### config.mk
export PLATFORM = sky130hd
export DESIGN_NAME = tcs_sequencer
export DESIGN_NICKNAME = d
export VERILOG_FILES = /design/src/core/tcs_pkg.sv /design/src/core/tcs_sequencer.sv
export SDC_FILE = /design/constraint.sdc
export NUM_CORES = 1
export LEC_CHECK = 0
export BUFFER_PORTS_ARGS = -buffer_cell sky130_fd_sc_hd__buf_2
export CORE_MARGIN = 10
export CORE_UTILIZATION = 39
export CTS_CLUSTER_SIZE = 8
export DETAILED_ROUTE_END_ITERATION = 8
export GPL_TIMING_DRIVEN = 0
export HOLD_SLACK_MARGIN = 0.1
export PLACE_DENSITY = 0.56
export SLEW_MARGIN = 30
export SYNTH_ARGS = -nofsm -noshare
export SYNTH_HDL_FRONTEND = slang
export SYNTH_SLANG_ARGS = --single-unit
export TNS_END_PERCENT = 20
### constraint.sdc
create_clock -name MCLK -period 3.8 [get_ports MCLK]
set_input_delay 0.38 -clock MCLK [delete_from_list [all_inputs] [get_ports MCLK]]
set_output_delay 0.38 -clock MCLK [all_outputs]
set_load 0.005 [all_outputs]
### src/core/tcs_pkg.sv
package tcs_pkg;

	// command register location and field layout
	localparam logic [5:0] TCS_CMD_ADDR = 6'h00;
	localparam int TCS_PFX_HI = 7;
	localparam int TCS_PFX_LO = 6;
	localparam int TCS_NIB_HI = 7;
	localparam int TCS_NIB_LO = 4;
	localparam logic [3:0] TCS_NIB_ZERO = 4'h0;

	// lower nibble function codes
	localparam logic [3:0] TCS_C_STANDBY = 4'h0;
	localparam logic [3:0] TCS_C_RECEIVE = 4'h1;
	localparam logic [3:0] TCS_C_TRANSMIT = 4'h2;
	localparam logic [3:0] TCS_C_IDLE = 4'h3;
	localparam logic [3:0] TCS_C_IDLE_RET = 4'h4;
	localparam logic [3:0] TCS_C_NV_STORE = 4'h5;
	localparam logic [3:0] TCS_C_NV_RECALL = 4'h6;
	localparam logic [3:0] TCS_C_CAL_FAST = 4'h7;
	localparam logic [3:0] TCS_C_CAL_RC = 4'h8;
	localparam logic [3:0] TCS_C_CAL_PLL = 4'h9;
	localparam logic [3:0] TCS_C_CAL_AMP = 4'ha;
	localparam logic [3:0] TCS_C_ROM_COPY = 4'hb;
	localparam logic [3:0] TCS_C_GLOBAL_RST = 4'hf;

	// adc command prefixes and the loop filter channel
	localparam logic [1:0] TCS_ADC_ONCE = 2'h1;
	localparam logic [1:0] TCS_ADC_CONT = 2'h3;
	localparam logic [5:0] TCS_ADC_LOOP_FILTER = 6'h20;

	// neighbour channel table: four below, four above, 300 kHz apart
	localparam int TCS_CHAN_HALF = 4;
	localparam int TCS_CHAN_NUM = 2 * TCS_CHAN_HALF;
	localparam int TCS_CHAN_STEP_KHZ = 300;
	localparam int TCS_REF_KHZ = 24000;
	localparam int TCS_FRAC_SCALE = 262147;
	localparam logic [31:0] TCS_CHAN_STEP =
		32'((64'(TCS_CHAN_STEP_KHZ) * 64'(TCS_FRAC_SCALE)) / 64'(TCS_REF_KHZ));
	localparam logic [2:0] TCS_CHAN_LAST = 3'(TCS_CHAN_NUM - 1);
	localparam logic [2:0] TCS_CHAN_MID = 3'(TCS_CHAN_HALF - 1);

	// register write strobe with address and data
	typedef struct packed {
		logic wr;
		logic [5:0] addr;
		logic [7:0] data;
	} tcs_wr_t;

	// start request for a finite task engine
	typedef struct packed {
		logic go;
		logic [3:0] code;
	} tcs_task_t;

	// start request for the converter
	typedef struct packed {
		logic go;
		logic [5:0] chan;
	} tcs_adc_t;

	typedef enum logic [2:0] {
		TCS_M_STANDBY, TCS_M_RECEIVE, TCS_M_TRANSMIT, TCS_M_IDLE, TCS_M_TASK, TCS_M_ADC
	} tcs_mode_t;

	typedef enum logic [3:0] {
		TCS_S_STANDBY, TCS_S_RECEIVE, TCS_S_TRANSMIT, TCS_S_IDLE, TCS_S_TASK,
		TCS_S_ROM, TCS_S_CHAN, TCS_S_ADC_ONCE, TCS_S_ADC_CONT, TCS_S_RESET
	} tcs_state_t;

endpackage

### src/core/tcs_sequencer.sv
`timescale 1ns/1ns
`default_nettype none
module tcs_sequencer
	import tcs_pkg::*;
(
	input wire logic MCLK,
	input wire logic RST_B,
	input wire tcs_wr_t REG_WR,
	input wire logic STBY_CLOCK_ONLY,
	input wire logic TASK_DONE,
	input wire logic ADC_DONE,
	input wire logic [31:0] CENTER_WORD,
	input wire logic [2:0] CHAN_IDX,
	output tcs_mode_t MODE,
	output logic BUSY,
	output logic INSTR_EN,
	output logic SYSTEM_CLOCK_OUTPUT_EN,
	output logic XTAL_EN,
	output tcs_task_t TASK_REQ,
	output tcs_adc_t ADC_REQ,
	output logic GLOBAL_RESET,
	output logic [31:0] LO_WORD,
	output logic [31:0] CHAN_WORD
);

	// decoding helpers
	function automatic logic is_func(input logic [7:0] c);
		return c[TCS_NIB_HI:TCS_NIB_LO] == TCS_NIB_ZERO;
	endfunction

	function automatic logic is_finite_code(input logic [3:0] n);
		return n inside {TCS_C_NV_STORE, TCS_C_NV_RECALL, TCS_C_CAL_FAST,
			TCS_C_CAL_RC, TCS_C_CAL_PLL, TCS_C_CAL_AMP};
	endfunction

	tcs_state_t state_q, state_d;
	logic [3:0] code_q, code_d;
	logic [5:0] chan_sel_q, chan_sel_d;
	logic [2:0] cidx_q, cidx_d;
	logic [31:0] acc_q, acc_d;
	logic [31:0] chan_q [TCS_CHAN_NUM];
	logic busy_q;
	logic task_go_d;
	logic adc_go_d;

	// command write decode
	wire cmd_wr = REG_WR.wr && REG_WR.addr == TCS_CMD_ADDR;
	wire [7:0] cmd = REG_WR.data;
	wire [3:0] nib = cmd[TCS_NIB_LO-1:0];
	wire [1:0] pfx = cmd[TCS_PFX_HI:TCS_PFX_LO];
	wire f_ok = is_func(cmd);
	wire c_stby = f_ok && nib == TCS_C_STANDBY;
	wire c_rx = f_ok && nib == TCS_C_RECEIVE;
	wire c_tx = f_ok && nib == TCS_C_TRANSMIT;
	wire c_idle = f_ok && (nib == TCS_C_IDLE || nib == TCS_C_IDLE_RET);
	wire c_fin = f_ok && is_finite_code(nib);
	wire c_rom = f_ok && nib == TCS_C_ROM_COPY;
	wire c_grst = f_ok && nib == TCS_C_GLOBAL_RST;
	wire c_adc1 = pfx == TCS_ADC_ONCE;
	wire c_adcc = pfx == TCS_ADC_CONT;
	wire c_known = c_stby | c_rx | c_tx | c_idle | c_fin | c_rom | c_grst | c_adc1 | c_adcc;
	// receive and transmit wait for stand-by; global reset bypasses busy
	wire live_now = state_q inside {TCS_S_RECEIVE, TCS_S_TRANSMIT};
	wire take = cmd_wr && c_known
		&& (c_grst || (!busy_q && (!live_now || c_stby)));
	wire chan_end = state_q == TCS_S_CHAN && cidx_q == TCS_CHAN_LAST;

	// next state and request decode
	always_comb begin
		state_d = state_q;
		code_d = code_q;
		chan_sel_d = chan_sel_q;
		cidx_d = cidx_q;
		acc_d = acc_q;
		task_go_d = 1'b0;
		adc_go_d = 1'b0;
		if (take) begin
			code_d = nib;
			chan_sel_d = cmd[TCS_PFX_LO-1:0];
			if (c_grst) begin
				state_d = TCS_S_RESET;
			end else if (c_adc1) begin
				state_d = TCS_S_ADC_ONCE;
				adc_go_d = 1'b1;
			end else if (c_adcc) begin
				state_d = TCS_S_ADC_CONT;
				adc_go_d = 1'b1;
			end else if (c_stby) begin
				state_d = TCS_S_STANDBY;
			end else if (c_rx) begin
				state_d = TCS_S_RECEIVE;
			end else if (c_tx) begin
				state_d = TCS_S_TRANSMIT;
			end else if (c_idle) begin
				state_d = TCS_S_IDLE;
			end else if (c_rom) begin
				state_d = TCS_S_ROM;
				task_go_d = 1'b1;
			end else begin
				state_d = TCS_S_TASK;
				task_go_d = 1'b1;
			end
		end else begin
			case (state_q)
				TCS_S_TASK: begin
					if (TASK_DONE) begin
						state_d = TCS_S_STANDBY;
					end
				end
				TCS_S_ROM: begin
					if (TASK_DONE) begin
						state_d = TCS_S_CHAN;
						cidx_d = '0;
						acc_d = CENTER_WORD - 32'(TCS_CHAN_HALF) * TCS_CHAN_STEP;
					end
				end
				TCS_S_CHAN: begin
					cidx_d = cidx_q + 3'h1;
					// skip over the centre itself between the lower and upper halves
					acc_d = acc_q + ((cidx_q == TCS_CHAN_MID) ? (TCS_CHAN_STEP << 1)
						: TCS_CHAN_STEP);
					if (chan_end) begin
						state_d = TCS_S_STANDBY;
					end
				end
				TCS_S_ADC_ONCE: begin
					if (ADC_DONE) begin
						state_d = TCS_S_STANDBY;
					end
				end
				TCS_S_ADC_CONT: begin
					adc_go_d = ADC_DONE;
				end
				TCS_S_RESET: begin
					state_d = TCS_S_STANDBY;
				end
				default: begin
					state_d = state_q;
				end
			endcase
		end
	end

	wire busy_d = state_d inside {TCS_S_TASK, TCS_S_ROM, TCS_S_CHAN, TCS_S_ADC_ONCE,
		TCS_S_RESET};
	wire stby_d = state_d == TCS_S_STANDBY;
	wire live_d = state_d inside {TCS_S_RECEIVE, TCS_S_TRANSMIT};

	// mode presented to the analog side
	tcs_mode_t mode_d;
	always_comb begin
		case (state_d)
			TCS_S_STANDBY: mode_d = TCS_M_STANDBY;
			TCS_S_RECEIVE: mode_d = TCS_M_RECEIVE;
			TCS_S_TRANSMIT: mode_d = TCS_M_TRANSMIT;
			TCS_S_IDLE: mode_d = TCS_M_IDLE;
			TCS_S_ADC_ONCE, TCS_S_ADC_CONT: mode_d = TCS_M_ADC;
			default: mode_d = TCS_M_TASK;
		endcase
	end

	// sequencer state
	always_ff @(posedge MCLK or negedge RST_B) begin
		if (!RST_B) begin
			state_q <= TCS_S_STANDBY;
			code_q <= TCS_C_STANDBY;
			chan_sel_q <= '0;
			cidx_q <= '0;
			acc_q <= '0;
			busy_q <= 1'b0;
		end else begin
			state_q <= state_d;
			code_q <= code_d;
			chan_sel_q <= chan_sel_d;
			cidx_q <= cidx_d;
			acc_q <= acc_d;
			busy_q <= busy_d;
		end
	end

	// registered outputs
	always_ff @(posedge MCLK or negedge RST_B) begin
		if (!RST_B) begin
			MODE <= TCS_M_STANDBY;
			BUSY <= 1'b0;
			INSTR_EN <= 1'b1;
			SYSTEM_CLOCK_OUTPUT_EN <= 1'b0;
			XTAL_EN <= 1'b0;
			TASK_REQ <= '0;
			ADC_REQ <= '0;
			GLOBAL_RESET <= 1'b0;
		end else begin
			MODE <= mode_d;
			BUSY <= busy_d;
			INSTR_EN <= !busy_d;
			SYSTEM_CLOCK_OUTPUT_EN <= (stby_d && STBY_CLOCK_ONLY) || live_d;
			XTAL_EN <= state_d != TCS_S_IDLE && !(stby_d && !STBY_CLOCK_ONLY);
			TASK_REQ.go <= task_go_d;
			TASK_REQ.code <= code_d;
			ADC_REQ.go <= adc_go_d;
			ADC_REQ.chan <= chan_sel_d;
			GLOBAL_RESET <= state_d == TCS_S_RESET;
		end
	end

	// neighbour channel table, cleared by global reset
	genvar gi;
	generate
		for (gi = 0; gi < TCS_CHAN_NUM; gi++) begin : g_chan
			always_ff @(posedge MCLK or negedge RST_B) begin
				if (!RST_B) begin
					chan_q[gi] <= '0;
				end else if (state_q == TCS_S_RESET) begin
					chan_q[gi] <= '0;
				end else if (state_q == TCS_S_CHAN && cidx_q == 3'(gi)) begin
					chan_q[gi] <= acc_q;
				end
			end
		end
	endgenerate

	// one frequency word for both directions, table readout
	always_ff @(posedge MCLK or negedge RST_B) begin
		if (!RST_B) begin
			LO_WORD <= '0;
			CHAN_WORD <= '0;
		end else begin
			LO_WORD <= CENTER_WORD;
			CHAN_WORD <= chan_q[CHAN_IDX];
		end
	end
endmodule // tcs_sequencer
`default_nettype wire

==> results of run 1 <==
[per-layer routing]
metal	track usage [%]	routed length [um]	vias up
li1	-	-	6539
met5	0	0	-
met3	4.79	4060	90
met2	33.4	26100	487
met4	7.05	1390	0
met1	26.2	22800	7026
[synthesized netlist by cell type (3+ instances only)]
library cell  count  area (um^2)
nand2_1         558         2090
a2bb2oi_1         9         78.8
buf_1            11         41.3
nor2_1           40          150
or4_1             4         30.0
buf_4             5         37.5
or3_1             4         25.0
clkbuf_1        132          495
ha_1             14          175
inv_1            14         52.6
mux2_2           32          360
buf_2            11         55.1
mux2_1            7         78.8
nand3_1          11         55.1
mux4_2           64         1440
o21ai_0          23          115
xor2_1           19          166
a31oi_1           3         18.8
nor2b_1           3         18.8
o21a_1            5         37.5
nand2b_1         11         68.8
dfrtp_1         374         9360
nor4_1            7         43.8
a21oi_1         302         1510
o22ai_1          14         87.6
and2_1            7         43.8
mux2i_1           4         40.0
o31ai_1           5         37.5
nor3_1            9         45.0
o21ai_1          15         75.1
nand4_1           5         31.3
and3_1           10         62.6
xnor2_1          11         96.3
[through the flow]
stage	hold slack (ps)	util [%]
after global placement	476	42.7
after detailed placement	288	43.0
after CTS	101	47.0
after floorplan	84.4	-
after global routing	134	47.0
final	135	47.0
[power by group]
part,internal [W],leakage [nW],switching (W)
Sequential,0.00431,5.09,0.000175
Combinational,0.000714,3.41,0.00146
Clock,0.00247,0.675,0.00170
Total,0.00750,9.18,0.00334
[final timing paths]
path / to / cells after the start / slack, ps / startpoint
min reg2reg: ADC_REQ[4] / 1 / 480 / ADC_REQ[4]
max in group asynchronous: chan_q[122] / 4 / 2430 / RST_B
max: acc_q[31] / 13 / 220 / cidx_q[2]
min in group asynchronous: CHAN_WORD[8] / 2 / 250 / RST_B
max reg2reg: acc_q[31] / 13 / 220 / cidx_q[2]
min: ADC_REQ[3] / 2 / 140 / REG_WR[3]
[critical path: stages, from the launching register on]
cell,delay (ps)
dfrtp_1,380
clkbuf_1,190
inv_1,150
ha_1,320
inv_1,160
ha_1,390
and3_1,230
nand3_1,160
o21a_1,280
or2_1,220
clkbuf_1,210
or3_1,430
a21oi_1,160
a2bb2oi_1,190
[cell type report]
class	count	area, um^2	area share (%)
buffer	161	659	3.16
antenna	1	2.50	0.0120
clock buffer	64	1370	6.56
inverter	14	52.6	0.252
timing repair buffer	179	1210	5.82
clock inverter	2	17.5	0.0840
multi-input combinational	1240	7400	35.5
tap	592	741	3.55
sequential	375	9390	45.0
[registers in the layout, indices dropped and copies added (netlist names)]
signal                  flops
TASK_REQ                    4
CHAN_WORD                  32
INSTR_EN                    1
acc_q                      32
MODE                        3
state_q                     4
ADC_REQ                     4
GLOBAL_RESET                1
BUSY                        1
chan_q                    256
SYSTEM_CLOCK_OUTPUT_EN      1
cidx_q                      3
XTAL_EN                     1
LO_WORD                    32
[kinds of logic after synthesis]
kind of cell | count (synthesis) | share of synthesized area (%)
AND/OR/NAND/NOR | 686 | 16.1
flip-flops | 375 | 53.7
multiplexers | 109 | 11.1
XOR/XNOR | 30 | 1.50
AO/OA/AOI/OAI | 401 | 12.6
adder cells (fa/ha/maj) | 14 | 1.00
buffers and inverters | 175 | 4.03
[timing repair]
| item | in CTS | in global routing |
|---|---|---|
| endpoints found under the hold margin | 259 | 0 |
| endpoints found under the setup margin | 0 | 0 |
| gates resized for setup | 0 | 0 |
| hold buffers | 39 | 0 |
==> results.cfg, run 1 <==
[route]
routed_via_density = 5.38
vias = 14100
drc = 0
wl_per_cell_um = 20.7
routed_wl_um = 54300
drt-initial-drc-count = 1394
ant_nets = 0
drt_first_pass_iters = 5

[setup_path]
cp-end-kind = flip-flop
cp.required_ps = 4300
critPathMaxFanout = 9
cp-start-kind = flip-flop
arrival_ps = 4080
path_class = flip-flop to flip-flop

[floorplan]
core_area_mm2 = 0.0443
io_pins = 139
core.rowCount = 77
start_util_pct = 39.5
die_x_um = 232
die_height_um = 232
die-area_mm2 = 0.0537

[sta]
rsz0062_at_grt = no
tns_ps = 0
relSlewSlack_pct = 35.7
drv_slew = 0
tightest_slew_ps = 965
fin_ws_ps = 219
hold_violations = 0
finalCritPeriodShare_pct = 94.2
fin_skew_ps = 20.5
fmax_ghz = 0.279
setup_viol = 0
post-route-min-period_ps = 3580

[layout]
syn_to_final_growth_pct = 19.1
drive_gt1_share_pct = 16.1
instances_no_fill = 2628
fill_cells = 4236
final_cell_area_mm2 = 0.0208
nets = 2092
layout_commonest_cell = nand2_1
layout_common_cells = nand2_1 (558), dfrtp_1 (374), a21oi_1 (302)

[global_route]
grt_pass1_wl_um = 86100
grt_overflow_total = 0
grt_start_max_net_pins = 84
antenna_found_initial = 1
gr-usage-all-layers_pct = 20.4
first_global_vias = 14800

[place]
port_buffers = 135
place_ws_ps = 369
placedCellCount = 2522
placed_area_mm2 = 0.0191
hpwl_um = 37500
gp_congestion = 0.921

[synth]
netlist_area_mm2 = 0.0175
syn_inst = 1790
synth_ff_type = dfrtp_1
synth-seq-cells = 375
synth_fp_nets = 1859
synth.distinct_cells = 69
avgSynthCellArea_um2 = 9.77
synth_edf_count = 0
seq_area_frac_synth_pct = 53.7
ys_warn_count = 0
async_flop_share_pct = 100

[clocking]
cts_max_level = 2
postCtsSetupBuffers = 0
root_buffer = clkbuf_16
clock_path_buffers = 3
clock-sinks = 375
cts_made_buffers = 52
clk_pin_slew_worst_paths_ps = 50
clkLatencyLatePin_ps = 600
cts_tree = yes

[worst_hold_path]
worst_hold_path_type = primary input to flip-flop

[power]
total_power_w = 0.0108
ir_drop_mv = 0.312
p_leak_nw = 9.18
power_density_mw_per_mm2 = 520

[job]
maxCapViolCount = 0

[status]
status = finished clean
No activity file was read; power rests on OpenSTA's default activity.
==> inputs of run 2 (changes only) <==
Settings changed: BUFFER_PORTS_ARGS -buffer_cell sky130_fd_sc_hd__buf_2 to not set, DONT_BUFFER_PORTS set to 1, PLACE_DENSITY 0.56 to 0.53.
==> results.cfg, run 2 (same netlist as run 1, synthesis figures left out) <==
[status]
status = complete, but fails checks
failed_checks = hold timing

[clocking]
root_buffer = clkbuf_16
clock_path_buffers = 3
ctsHoldBuffers = 41
cts_made_buffers = 52
cts.repair.resized = 0
cts_tree = yes
cts_max_level = 2
postCtsSetupBuffers = 0
clock-sinks = 375
clk_pin_slew_worst_paths_ps = 60
clkLatencyLatePin_ps = 590

[sta]
timing.hold.ws_ps = -502
setup_viol = 0
rsz0062_at_grt = no
finalCritPeriodShare_pct = 93.6
tns_ps = 0
relSlewSlack_pct = 33.1
tightest_slew_ps = 1000
post-route-min-period_ps = 3560
fmax_ghz = 0.281
fin_skew_ps = 17.3
drv_slew = 0
hold_violations = 375

[global_route]
use_met3_pct = 4.01
grt_busiest_layer = met2
antenna_found_initial = 0
grt_start_max_net_pins = 376
gr-usage-all-layers_pct = 19.8
grtUsageMet2_pct = 32.8
grt_pass1_wl_um = 83200
first_global_vias = 14200
grt_overflow_total = 0
grt_util_met1_pct = 25.5

[setup_path]
slowest_delay_ps = 430
arrival_ps = 4010
crit_path_top_delay_cell = or3_1
cp-end-kind = flip-flop
cp_cell_sequence = clkbuf_1 -> inv_1 -> ha_1 -> inv_1 -> ha_1 -> and3_1 -> nand3_1 -> o21a_1 -> or2_1 -> clkbuf_1 -> or3_1 -> o22ai_1 -> a2bb2oi_1
cp.required_ps = 4250
path_class = flip-flop to flip-flop
cp-start-kind = flip-flop
critPathMaxFanout = 9

[floorplan]
die_x_um = 232
io_pins = 139
core.rowCount = 77
core_area_mm2 = 0.0443
die-area_mm2 = 0.0537
die_height_um = 232
start_util_pct = 39.5

[layout]
regArea_mm2 = 0.00939
multiInputGateArea_mm2 = 0.00740
layout_common_cells = nand2_1 (558), dfrtp_1 (374), a21oi_1 (302)
drive_gt1_share_pct = 9.81
regMostFlops = chan_q
fin_util_pct = 45.2
layout_commonest_cell = nand2_1
syn_to_final_growth_pct = 14.5
largest_reg_flops = 256
insertedDiodeCount = 0
nets = 1954
fill_cells = 4215

[place]
port_buffers = 0
hpwl_um = 36200
gp_congestion = 0.852

[route]
drc = 0
wl_per_cell_um = 21.4
routed_via_density = 5.47
ant_nets = 0
routed_wl_um = 53300
drt-initial-drc-count = 1022
vias = 13600
drt_first_pass_iters = 5

[job]
maxCapViolCount = 0

[power]
power.switching_w = 0.00319
power_density_mw_per_mm2 = 530
ir_drop_mv = 0.316
p_int_w = 0.00743
p_sw_share_pct = 30.1
pwr-share-clk_pct = 39.0
p_seq_share_pct = 42.4
p_leak_nw = 8.51
pwr-share-comb_pct = 18.6

[worst_hold_path]
worst_hold_path_type = primary input to asynchronous set/reset pin
## run 2: routing by layer
| metal | wire length [um] | vias to the layer above | share of wire [%] |
|---|---|---|---|
| met2 | 25700 | 427 | 48 |
| met3 | 3320 | 94 | 6.2 |
| met5 | 0 | - | 0 |
| met1 | 23000 | 6828 | 43 |
| met4 | 1310 | 0 | 2.5 |
| li1 | - | 6252 | - |
## run 2: final cells by class
| class | count | area share [%] |
|---|---|---|
| plain buffers | 161 | 3.28 |
| well taps | 592 | 3.70 |
| inverters | 14 | 0.262 |
| clock inverters | 2 | 0.0875 |
| multi-input cells | 1240 | 37.0 |
| flip-flops and latches | 375 | 46.9 |
| clock buffers | 63 | 6.81 |
| repair buffers | 41 | 2.05 |
## run 2: power groups by stage
stage | Combinational, W | Clock, W | Sequential [W]
CTS | 0.00195 | 0.00424 | 0.00450
floorplan | 0.00133 | 0 | 0.00451
finish | 0.00197 | 0.00414 | 0.00450
global placement | 0.00188 | 0 | 0.00456
detailed placement | 0.00189 | 0 | 0.00457
global route | 0.00215 | 0.00437 | 0.00454
## run 2: final timing paths
kind                                 start  slack (ps)      endpoint  cells after the start
max                              cidx_q[2]         240     acc_q[31]                     13
min                                  RST_B        -500  CHAN_WORD[7]                      0
max reg2reg                      cidx_q[2]         240     acc_q[31]                     13
min reg2reg                    chan_q[147]         520   chan_q[147]                      2
max in group asynchronous            RST_B        3470    chan_q[24]                      0
min in group MCLK          CENTER_WORD[20]         140     acc_q[20]                      3
## run 2: per-stage QoR
| stage | std cells | setup slack [ps] | instance area [um^2] | hold slack [ps] | total power (W) |
|---|---|---|---|---|---|
| after floorplan | 1790 | 930 | 17500 | 84.4 | 0.00583 |
| after global placement | 2382 | 404 | 18200 | 114 | 0.00644 |
| after detailed placement | 2382 | 347 | 18200 | 115 | 0.00646 |
| after CTS | 2488 | 318 | 20000 | -506 | 0.0107 |
| after global routing | 2488 | 123 | 20000 | -526 | 0.0111 |
| final | 2488 | 242 | 20000 | -502 | 0.0106 |
## run 2: critical path: cells and delay by family (launching register included)
kind / cells / cell delay, ps
adders and majority gates: 2 / 730
buffers and inverters: 4 / 740
AOI/OAI and AO/OA: 3 / 570
and+or+nand+nor: 4 / 1020
DFF: 1 / 380
==> inputs of run 3 (changes only) <==
Settings changed: CELL_PAD_IN_SITES_DETAIL_PLACEMENT set to 2, CELL_PAD_IN_SITES_GLOBAL_PLACEMENT set to 2, PLACE_DENSITY 0.53 to 0.76.
==> results.cfg, run 3 (same netlist as run 1, synthesis figures left out) <==
[sta]
fin_skew_ps = 24.0
hold_violations = 375
fmax_ghz = 0.294
tns_ps = 0
finalCritPeriodShare_pct = 89.5
rsz0062_at_grt = no
drv_slew = 0
timing.hold.ws_ps = -522
relSlewSlack_pct = 39.9
tightest_slew_ps = 901
setup_viol = 0
post-route-min-period_ps = 3400

[setup_path]
cp_cell_sequence = inv_1 -> ha_2 -> inv_1 -> ha_1 -> and3_1 -> nand3_1 -> o21a_1 -> or2_1 -> clkbuf_1 -> or3_1 -> o22ai_1 -> a2bb2oi_1
cp.required_ps = 4270
slowest_delay_ps = 480
cp-start-kind = flip-flop
crit_path_top_delay_cell = dfrtp_1
rr_startpoint = cidx_q[2]
critPathTopFamily = simple AND/OR/NAND/NOR gates
ff2ff_path_depth = 12
cp_common_cell = inv_1
arrival_ps = 3870
path_class = flip-flop to flip-flop
critPathBufInv = 3
regToRegSetupSlack_ps = 400
critPathMaxFanout = 10
cp-end-kind = flip-flop
r2r-end = acc_q[31]

[clocking]
clock_path_buffers = 3
cts_tree = yes
root_buffer = clkbuf_16
clkLatencyLatePin_ps = 600
cts_max_level = 2
clk_pin_slew_worst_paths_ps = 60
postCtsSetupBuffers = 0
cts_made_buffers = 52
clock-sinks = 375
ctsHoldBuffers = 42

[layout]
layout_commonest_cell = nand2_1
drive_gt1_share_pct = 9.92
layout_common_cells = nand2_1 (558), dfrtp_1 (374), a21oi_1 (302)
fin_util_pct = 45.3
syn_to_final_growth_pct = 14.7
insertedDiodeCount = 0
regMostFlops = chan_q
nets = 1954
largest_reg_flops = 256

[power]
p_leak_nw = 8.52
power.switching_w = 0.00342
pwr-share-comb_pct = 19.3
p_seq_share_pct = 41.4
ir_drop_mv = 0.323
power_density_mw_per_mm2 = 543
pwr-share-clk_pct = 39.3
p_int_w = 0.00748
p_sw_share_pct = 31.4

[route]
ant_nets = 0
wl_per_cell_um = 25.5
drc = 0
vias = 14200
drt_first_pass_iters = 5
routed_wl_um = 63400
drt-initial-drc-count = 914
routed_via_density = 5.69

[floorplan]
die_height_um = 232
core_area_mm2 = 0.0443
io_pins = 139
core.rowCount = 77
die_x_um = 232
die-area_mm2 = 0.0537
start_util_pct = 39.5

[place]
port_buffers = 0
gp_congestion = 0.824
hpwl_um = 42800

[global_route]
grt_pass1_wl_um = 99300
gr-usage-all-layers_pct = 23.7
first_global_vias = 16600
antenna_found_initial = 0
grt_overflow_total = 0
grt_start_max_net_pins = 376

[status]
status = complete, but fails checks
failed_checks = hold timing

[worst_hold_path]
worst_hold_path_type = primary input to asynchronous set/reset pin

[job]
maxCapViolCount = 0
run 3: changes by cell type in the layout (fill, tap and decap cells not counted):
cell	delta
ha_2	+1
buf_1	-1
ha_1	-1
dlygate4sd3_1	+1
clkbuf_2	+1
inv_6	-2
clkbuf_16	+1
clkbuf_1	-1
clkinv_8	+1
run 3: stage by stage:
stage          hold WS [ps]  setup WS, ps  area (um^2)  power [W]  cells
2_1_floorplan          84.4           930        17500    0.00583   1790
3_3_place_gp            102           287        18200    0.00650   2382
3_5_place_dp            104           196        18200    0.00659   2382
4_1_cts                -534           162        20100     0.0109   2489
5_1_grt                -530          93.8        20100     0.0113   2488
6_report               -522           400        20100     0.0109   2488
run 3: layer usage:
metal	part of all wire, %	track usage (%)	vias up	wire length (um)
met5	0	0	-	0
met4	2.0	6.39	0	1290
met3	4.4	4.10	93	2800
met2	51	42.2	295	32600
met1	42	29.0	7525	26700
li1	-	-	6252	-
run 3: area by class of cell:
class	count	area (um^2)
fillers	4636	24300
flip-flops and latches	375	9390
multi-input cells	1240	7410
clock buffers	64	1390
well taps	592	741
plain buffers	160	654
repair buffers	42	420
inverters	14	52.6
clock inverters	1	16.3
run 3: repair_timing:
item / CTS / global route
hold endpoints to repair: 436 / 375
gates resized for setup: 0 / 1
endpoints found under the setup margin: 0 / 7
run 3: how the worst max path moves through the flow:
stage,from,end,slack (ps),cells past startpoint
floorplan,cidx_q[2],acc_q[31],930,13
global placement,cidx_q[2],acc_q[31],290,13
detailed placement,cidx_q[2],acc_q[31],200,13
CTS,cidx_q[2],acc_q[31],160,13
global route,cidx_q[2],acc_q[31],90,12
finish,cidx_q[2],acc_q[31],400,12
run 3: power by group through the flow:
| stage | logic (W) | registers (W) | clock network (W) |
|---|---|---|---|
| floorplan | 0.00133 | 0.00451 | 0 |
| global placement | 0.00194 | 0.00456 | 0 |
| detailed placement | 0.00201 | 0.00458 | 0 |
| CTS | 0.00208 | 0.00452 | 0.00435 |
| global route | 0.00228 | 0.00456 | 0.00451 |
| finish | 0.00210 | 0.00452 | 0.00428 |
